<file path="src/shared/qcn_pkg.sv">
// Constants for the quadrant clock network control block.
// Assumes every clock source is a sampled waveform, synchronous to the system clock.
package qcn_pkg;

  // Primary network dimensions
  localparam int QCN_QUADS       = 4;
  localparam int QCN_LANES       = 16;
  localparam int QCN_SOURCES     = 64;
  localparam int QCN_MID_SWITCHES = 4;
  localparam int QCN_MID_WIDTH   = QCN_SOURCES / QCN_MID_SWITCHES;
  localparam int QCN_QUAD_CLOCKS = QCN_QUADS * QCN_LANES;

  // Selector count and inputs per selector
  localparam int QCN_SELECTORS   = 2;
  localparam int QCN_SEL_INPUTS  = 2;

  // Candidate index width and special indices
  localparam int        QCN_IDX_W      = 7;
  localparam logic [6:0] QCN_IDX_FABRIC = 7'h40;
  localparam logic [6:0] QCN_IDX_SEL0   = 7'h40;
  localparam logic [6:0] QCN_IDX_LAST   = 7'h41;
  localparam int        QCN_CAND_W     = 66;

  // Edge clock networks: left and right sides only
  localparam int QCN_SIDES         = 2;
  localparam int QCN_BANKS_PER_SIDE = 2;
  localparam int QCN_NETS_PER_BANK = 2;
  localparam int QCN_EDGE_NETS     = QCN_SIDES * QCN_BANKS_PER_SIDE * QCN_NETS_PER_BANK;
  localparam int QCN_EDGE_SEL_W    = 3;

  // Edge source encodings
  localparam logic [2:0] QCN_EDGE_PIN     = 3'h0;
  localparam logic [2:0] QCN_EDGE_DELAY90 = 3'h1;
  localparam logic [2:0] QCN_EDGE_SYNTH_P = 3'h2;
  localparam logic [2:0] QCN_EDGE_SYNTH_S = 3'h3;
  localparam logic [2:0] QCN_EDGE_BRIDGE  = 3'h4;
  localparam logic [2:0] QCN_EDGE_INT     = 3'h5;

  // Reset value of every clock output and gate state
  localparam logic QCN_RST_LEVEL = 1'b0;

  typedef enum logic {SEL_RUN, SEL_HOLD} qcn_sel_state_t;

endpackage

</file>
<file path="src/rtl/qcn_clock_network.sv">
// Quadrant clock network: mid switches, gates, selectors, center switch, edge clocks.
// Assumes all clocks are sampled waveforms synchronous to clock; fabric drives controls.
//
// Behaviour
// - Four quadrants, each carrying sixteen clocks into its region.
// - Up to sixty-four distinct clock sources enter the primary network.
// - Sources pass four mid switches, then a center switch feeding quadrants.
// - A disabled gate holds its clock at a static low level.
// - Gating never makes glitches or runt pulses; the gated register adds one cycle of latency.
// - Gates act on mid switch outputs, ahead of the center switch.
// - Selector switches between two clocks, glitch-free or plain, per its mode.
// - Two selectors, each output reachable from all four quadrants.
// - Selector candidates are every mid switch output plus the fabric clock.
// - Each selector output enters one center switch input.
// - Two edge clock nets per bank, left and right sides only.
// - Edge clock from pin, 90 degree delay line, synthesizer, bridge or internal.
`timescale 1ns/1ns

module qcn_clock_network
  import qcn_pkg::*;
(
  // System
  input  wire logic                                   clock,
  input  wire logic                                   srst,
  // Primary sources and fabric clock
  input  wire logic [QCN_SOURCES-1:0]                 clk_src,
  input  wire logic                                   fabric_clk,
  // Gate enables, one per mid switch output
  input  wire logic [QCN_SOURCES-1:0]                 gate_en,
  // Selector controls
  input  wire logic [QCN_SELECTORS*QCN_SEL_INPUTS*QCN_IDX_W-1:0] sel_cand,
  input  wire logic [QCN_SELECTORS-1:0]               sel_choose,
  input  wire logic [QCN_SELECTORS-1:0]               sel_glitchless,
  // Center switch lane selects
  input  wire logic [QCN_QUAD_CLOCKS*QCN_IDX_W-1:0]   center_sel,
  // Edge clock sources and selects
  input  wire logic [QCN_EDGE_NETS-1:0]               edge_pin,
  input  wire logic [QCN_EDGE_NETS-1:0]               delay_line_output,
  input  wire logic [QCN_EDGE_NETS-1:0]               synth_primary_output,
  input  wire logic [QCN_EDGE_NETS-1:0]               synth_secondary_output,
  input  wire logic [QCN_EDGE_NETS-1:0]               edge_clock_bridge,
  input  wire logic [QCN_EDGE_NETS-1:0]               edge_internal,
  input  wire logic [QCN_EDGE_NETS*QCN_EDGE_SEL_W-1:0] edge_sel,
  // Outputs
  output logic      [QCN_QUAD_CLOCKS-1:0]             quad_clk,
  output logic      [QCN_SELECTORS-1:0]               sel_clk,
  output logic      [QCN_SOURCES-1:0]                 gate_on,
  output logic      [QCN_EDGE_NETS-1:0]               edge_clock_net
);

  function automatic logic pick_bit(input logic [QCN_CAND_W-1:0] v,
                                    input logic [QCN_IDX_W-1:0]  idx);
    pick_bit = (idx <= QCN_IDX_LAST) ? v[idx] : 1'b0;
  endfunction

  ////////////////////////////////////////////////////////////////////////////
  // Mid switches: four groups of sixteen sources
  logic [QCN_SOURCES-1:0] mid_out;
  always_comb begin
    for (int m = 0; m < QCN_MID_SWITCHES; m++) begin
      for (int l = 0; l < QCN_MID_WIDTH; l++) begin
        mid_out[m*QCN_MID_WIDTH+l] = clk_src[m*QCN_MID_WIDTH+l];
      end
    end
  end

  ////////////////////////////////////////////////////////////////////////////
  // Quadrant clock gates on mid outputs
  logic [QCN_SOURCES-1:0] en_meta;
  logic [QCN_SOURCES-1:0] en_sync;
  logic [QCN_SOURCES-1:0] gated;
  logic [QCN_SOURCES-1:0] next_gate_on;
  logic [QCN_SOURCES-1:0] next_gated;

  always_comb begin
    for (int i = 0; i < QCN_SOURCES; i++) begin
      // Only move the gate in a low phase, so a high pulse is never cut short
      next_gate_on[i] = mid_out[i] ? gate_on[i] : en_sync[i];
      next_gated[i]   = mid_out[i] & next_gate_on[i];
    end
  end

  always_ff @(posedge clock) begin
    if (srst) begin
      en_meta <= '0;
      en_sync <= '0;
      gate_on <= '0;
      gated   <= '0;
    end else begin
      en_meta <= gate_en;
      en_sync <= en_meta;
      gate_on <= next_gate_on;
      gated   <= next_gated;
    end
  end

  ////////////////////////////////////////////////////////////////////////////
  // Dynamic clock selectors
  logic [QCN_CAND_W-1:0]              sel_pool;
  logic [QCN_SELECTORS-1:0]           sel_cur;
  logic [QCN_SELECTORS-1:0]           next_sel_cur;
  logic [QCN_SELECTORS-1:0]           next_sel_clk;
  logic [QCN_SELECTORS-1:0]           sel_in_old;
  logic [QCN_SELECTORS-1:0]           sel_in_new;
  logic [QCN_SELECTORS-1:0]           sel_in_pick;
  qcn_sel_state_t                     sel_state [QCN_SELECTORS];
  qcn_sel_state_t                     next_sel_state [QCN_SELECTORS];

  always_comb begin
    sel_pool = {1'b0, fabric_clk, mid_out};
    for (int s = 0; s < QCN_SELECTORS; s++) begin
      sel_in_old[s]  = pick_bit(sel_pool,
                         sel_cand[(s*QCN_SEL_INPUTS+sel_cur[s])*QCN_IDX_W +: QCN_IDX_W]);
      sel_in_new[s]  = pick_bit(sel_pool,
                         sel_cand[(s*QCN_SEL_INPUTS+sel_choose[s])*QCN_IDX_W +: QCN_IDX_W]);
      sel_in_pick[s] = sel_in_new[s];
      next_sel_cur[s]   = sel_cur[s];
      next_sel_state[s] = sel_state[s];
      next_sel_clk[s]   = sel_in_old[s];
      if (!sel_glitchless[s]) begin
        // Plain multiplexer: follows select at once, stopped inputs allowed
        next_sel_cur[s]   = sel_choose[s];
        next_sel_state[s] = SEL_RUN;
        next_sel_clk[s]   = sel_in_pick[s];
      end else begin
        case (sel_state[s])
          SEL_RUN: begin
            if (sel_choose[s] != sel_cur[s] && !sel_in_old[s]) begin
              next_sel_state[s] = SEL_HOLD;
              next_sel_clk[s]   = 1'b0;
            end
          end
          SEL_HOLD: begin
            next_sel_clk[s] = 1'b0;
            // Needs the new clock running; a stopped high input stalls here
            if (!sel_in_new[s]) begin
              next_sel_cur[s]   = sel_choose[s];
              next_sel_state[s] = SEL_RUN;
            end
          end
          default: begin
            next_sel_state[s] = SEL_RUN;
            next_sel_clk[s]   = 1'b0;
          end
        endcase
      end
    end
  end

  always_ff @(posedge clock) begin
    if (srst) begin
      sel_cur <= '0;
      sel_clk <= '0;
      for (int s = 0; s < QCN_SELECTORS; s++) begin
        sel_state[s] <= SEL_RUN;
      end
    end else begin
      sel_cur <= next_sel_cur;
      sel_clk <= next_sel_clk;
      for (int s = 0; s < QCN_SELECTORS; s++) begin
        sel_state[s] <= next_sel_state[s];
      end
    end
  end

  ////////////////////////////////////////////////////////////////////////////
  // Center switch: gated mids plus both selectors, to every quadrant lane
  logic [QCN_CAND_W-1:0]      center_pool;
  logic [QCN_QUAD_CLOCKS-1:0] next_quad_clk;

  always_comb begin
    // Gated and selector paths both carry one register, so latency matches
    center_pool = {sel_clk, gated};
    for (int q = 0; q < QCN_QUAD_CLOCKS; q++) begin
      next_quad_clk[q] = pick_bit(center_pool, center_sel[q*QCN_IDX_W +: QCN_IDX_W]);
    end
  end

  always_ff @(posedge clock) begin
    if (srst) begin
      quad_clk <= '0;
    end else begin
      quad_clk <= next_quad_clk;
    end
  end

  ////////////////////////////////////////////////////////////////////////////
  // Edge clock nets, left and right banks
  logic [QCN_EDGE_NETS-1:0] next_edge;

  always_comb begin
    for (int e = 0; e < QCN_EDGE_NETS; e++) begin
      case (edge_sel[e*QCN_EDGE_SEL_W +: QCN_EDGE_SEL_W])
        QCN_EDGE_PIN:     next_edge[e] = edge_pin[e];
        QCN_EDGE_DELAY90: next_edge[e] = delay_line_output[e];
        QCN_EDGE_SYNTH_P: next_edge[e] = synth_primary_output[e];
        QCN_EDGE_SYNTH_S: next_edge[e] = synth_secondary_output[e];
        QCN_EDGE_BRIDGE:  next_edge[e] = edge_clock_bridge[e];
        QCN_EDGE_INT:     next_edge[e] = edge_internal[e];
        default:          next_edge[e] = QCN_RST_LEVEL;
      endcase
    end
  end

  always_ff @(posedge clock) begin
    if (srst) begin
      edge_clock_net <= '0;
    end else begin
      edge_clock_net <= next_edge;
    end
  end

  logic [QCN_IDX_W-1:0]      lane0_sel;
  logic [QCN_EDGE_SEL_W-1:0] edge0_sel;
  assign lane0_sel = center_sel[QCN_IDX_W-1:0];
  assign edge0_sel = edge_sel[QCN_EDGE_SEL_W-1:0];

  ////////////////////////////////////////////////////////////////////////////
  // Further taps: last lane and the right-most edge net
  logic [QCN_IDX_W-1:0]      lane63_sel;
  logic [QCN_EDGE_SEL_W-1:0] edge7_sel;
  assign lane63_sel = center_sel[(QCN_QUAD_CLOCKS-1)*QCN_IDX_W +: QCN_IDX_W];
  assign edge7_sel  = edge_sel[(QCN_EDGE_NETS-1)*QCN_EDGE_SEL_W +: QCN_EDGE_SEL_W];
endmodule

</file>
<file path="config.mk">
export PLATFORM = sky130hd
export DESIGN_NAME = qcn_clock_network
export DESIGN_NICKNAME = d
export VERILOG_FILES = /design/src/shared/qcn_pkg.sv /design/src/rtl/qcn_clock_network.sv
export SDC_FILE = /design/constraint.sdc
export NUM_CORES = 2
export LEC_CHECK = 0
export BUFFER_PORTS_ARGS = -buffer_cell sky130_fd_sc_hd__buf_2
export CORE_MARGIN = 2
export CORE_UTILIZATION = 28
export CTS_CLUSTER_DIAMETER = 200
export DETAILED_ROUTE_END_ITERATION = 7
export PLACE_DENSITY = 0.43
export REMOVE_ABC_BUFFERS = 1
export SLEW_MARGIN = 10
export SYNTH_ARGS = -nofsm -noshare
export SYNTH_HDL_FRONTEND = slang
export SYNTH_SLANG_ARGS = --single-unit
</file>
<file path="constraint.sdc">
create_clock -name clock -period 3.4 [get_ports clock]
set_clock_uncertainty 0.2 [all_clocks]
set_input_delay 0.51 -clock clock [delete_from_list [all_inputs] [get_ports clock]]
set_output_delay 0.51 -clock clock [all_outputs]
set_load 0.02 [all_outputs]
</file>
==> impl_results.md <==
* Endpoints failing setup at 0
* Post-DP HPWL at between 150000 and 200000 um
* H-Tree Depth at 2
* Top FF cell, synth: dfxtp_1
* Min-delay worst type: in2reg
* Number of distinct library cells after synthesis at 77
* Final Hold Vio Count at 0
* Crit end category: flip-flop
* DRC Markers at 0
* Register area at ~6900 um^2
* Sum Neg Setup Slack at 0 ns
* Clock Sinks at approximately 330
* Critical Path Source: gated[59]
* Startpoint Class: flip-flop
* Synth warn at 0
* Crit-path max FO at 32
* Required @ worst endpoint at 3.76 ns
* Most frequent cell after synthesis: mux4_2
* Largest net degree at the start of global routing at 77
* Initial DRC count at roughly 7400
* Vias per Instance at approximately 6.9
* Top-level I/O count at a little over 800
* Filler instances at between 15000 and 20000
* GRT Util Overall at 0.266
* Total global routing overflow at 0
* Final Max Slew Viols at 0
* Sequential element share of the synthesized area at 0.134
* First-pass GRT wire length at roughly 350000 um
* Cell Area, Synth at roughly 50000 um^2
* Vias in the first global route at between 40000 and 50000
* Post-route ant nets at 0
* Syn Inst Count at between 3000 and 4000
* Clock latency on the worst-skew pair at around 0.7 ns
* Antenna violations before repair at between 50 and 60
* Die height at 426 um
* Status: finished clean
* Gp weighted congestion at 0.840
* Worst slew margin at 0.112
* DR vias at around 46000
* Critical path arrival at ~3.8 ns
* Multi-input gate area at ~39000 um^2
* Routed wire length at roughly 270000 um
* Post-Layout Cell Count at around 6700
* Yosys top cell by area: mux4_2
* Die Span X at 426 um
* Synth cell count leaders: mux4_2 (1209), clkbuf_1 (531), dfxtp_1 (334), mux2i_1 (170), nor2_1 (166)
* Core area at about 180000 um^2
* Min-delay src: center_sel[146]
* Reg clk slew, reported paths at 0.06 ns
* Post-Syn Area per Cell at 13.1 um^2
* CTS tree: yes
* Leakage power at 22.0 nW
* Yosys top cell area share at 0.547
* Avg WL per Cell at approximately 40 um
* RSZ-0062 raised after global routing: false
* Tightest Pin Transition at between 1 and 1.5 ns
* Max Cap Viol at 0
* Layout cells sized above 1 at 0.554
* CTS root buffer: clkbuf_16
* Fmax at about 290 MHz
* Die area at around 180000 um^2
* Final #Nets at approximately 5000
* R2R Path Start: gated[59]
* Asr flop ratio synth at 0
* Post-synth EDFFs at 0
* Hold_ws at just under 0.04 ns
* Peak supply drop at between 0.3 and 0.4 mV
* Number of synthesized register bits at 334
* Pwr dens at 228 nW/um^2
* Initial Utilization at 0.282
* Synth area leaders: mux4_2 (55%), dfxtp_1 (13%), mux4_1 (7.1%)
* Placed cell count at approximately 6300
* DR pass1 iterations at 7
* Synthesis-to-finish area growth at 20.2%
* Final Cycle Share at 1.00
* Row Count at 154
* CTS Buf Count at 48
* CTS max path bufs at 3
* Tmin final at 3.40 ns
* Path type of the worst setup path: reg2reg
* PortBufs at 820
[what timing repair did]
action | in CTS | in global routing
endpoints found under the setup margin | 0 | 12
hold endpoints to repair | 176 | 0
setup buffers | 0 | 28
resized for setup | 0 | 4
hold buffers | 229 | 0
[per-layer routing]
metal,wire (um),GRT usage,vias to the layer above
met3,35800,0.0756,938
met5,107,0,-
li1,-,-,16950
met1,90100,0.320,23619
met4,17900,0.136,16
met2,124000,0.433,4612
[flip-flops by register name, summed over array words and instances (netlist names)]
signal and count:
en_sync 64, quad_clk 64, edge_clock_net 8, sel_state 2
en_meta 64, sel_clk 2, gate_on 64, gated 64
sel_cur 2
[kinds of logic after synthesis]
logic type / after synthesis / share of synthesized area
xor gates and xnor gates: 2 / 0.000352
DFF: 334 / 0.134
AOI/OAI and AO/OA: 329 / 0.0432
muxes: 1532 / 0.657
buffers and inverters: 851 / 0.0858
and+or+nand+nor: 751 / 0.0791
[where the power goes]
part,leakage (nW),switching [mW],internal (mW)
registers,2.78,0.245,3.99
clock network,0.813,2.32,3.19
logic,18.4,2.04,1.86
total,22.0,4.60,9.04
[final timing paths]
check	slack (ns)	cells after the start	endpoint
max	0.0003	8	quad_clk[34]
min	0.04	4	quad_clk[20]
max reg2reg	0.0003	8	quad_clk[34]
min reg2reg	0.19	1	en_sync[23]
[area by class of cell]
class                           count  share of cell area
Inverter                           56             0.00351
Tap cell                         2340              0.0489
Timing Repair Buffer             1251               0.153
Antenna cell                       42             0.00176
Multi-Input combinational cell   2614               0.649
Sequential cell                   334               0.116
Clock inverter                     28             0.00589
Clock buffer                       62              0.0223
[metrics by stage]
step	util	area (um^2)	worst slack, ns	total power [mW]
floorplan	-	45700	-0.203	5.83
global placement	0.312	55000	0.183	7.92
detailed placement	0.312	55000	0.186	7.94
CTS	0.334	59000	0.0255	13.8
global route	0.339	59800	0.000405	14.2
finish	0.339	59900	0.000283	13.6
[layout by cell type, fill, tap and decap left out, types with 10 or more instances in the layout]
| cell type | count |
|---|---|
| dfxtp_4 | 64 |
| buf_4 | 116 |
| nand3_1 | 13 |
| mux4_2 | 1209 |
| clkbuf_16 | 49 |
| nand2b_1 | 77 |
| o21ai_0 | 13 |
| diode_2 | 42 |
| nor2b_1 | 163 |
| o22ai_1 | 15 |
| mux4_1 | 135 |
| dlygate4sd3_1 | 229 |
| nor4_1 | 46 |
| nand2_1 | 159 |
| inv_1 | 55 |
| nor3_1 | 32 |
| or4_1 | 65 |
| mux2i_1 | 169 |
| buf_2 | 819 |
| a221oi_1 | 14 |
| nor2_1 | 166 |
| dfxtp_1 | 268 |
| buf_16 | 24 |
| a21oi_1 | 153 |
| mux2_2 | 10 |
| a211oi_1 | 54 |
| buf_12 | 59 |
[critical path, cell delays in order (launching register included)]
cell           delay [ns]
dfxtp_4              0.51
buf_8                0.33
mux4_2               0.49
mux4_2               0.46
mux2i_1              0.34
a211oi_1             0.14
a21oi_1              0.13
dlygate4sd3_1        0.56
nor2_1               0.04
Note: power is estimated with default switching activity, not from simulation.
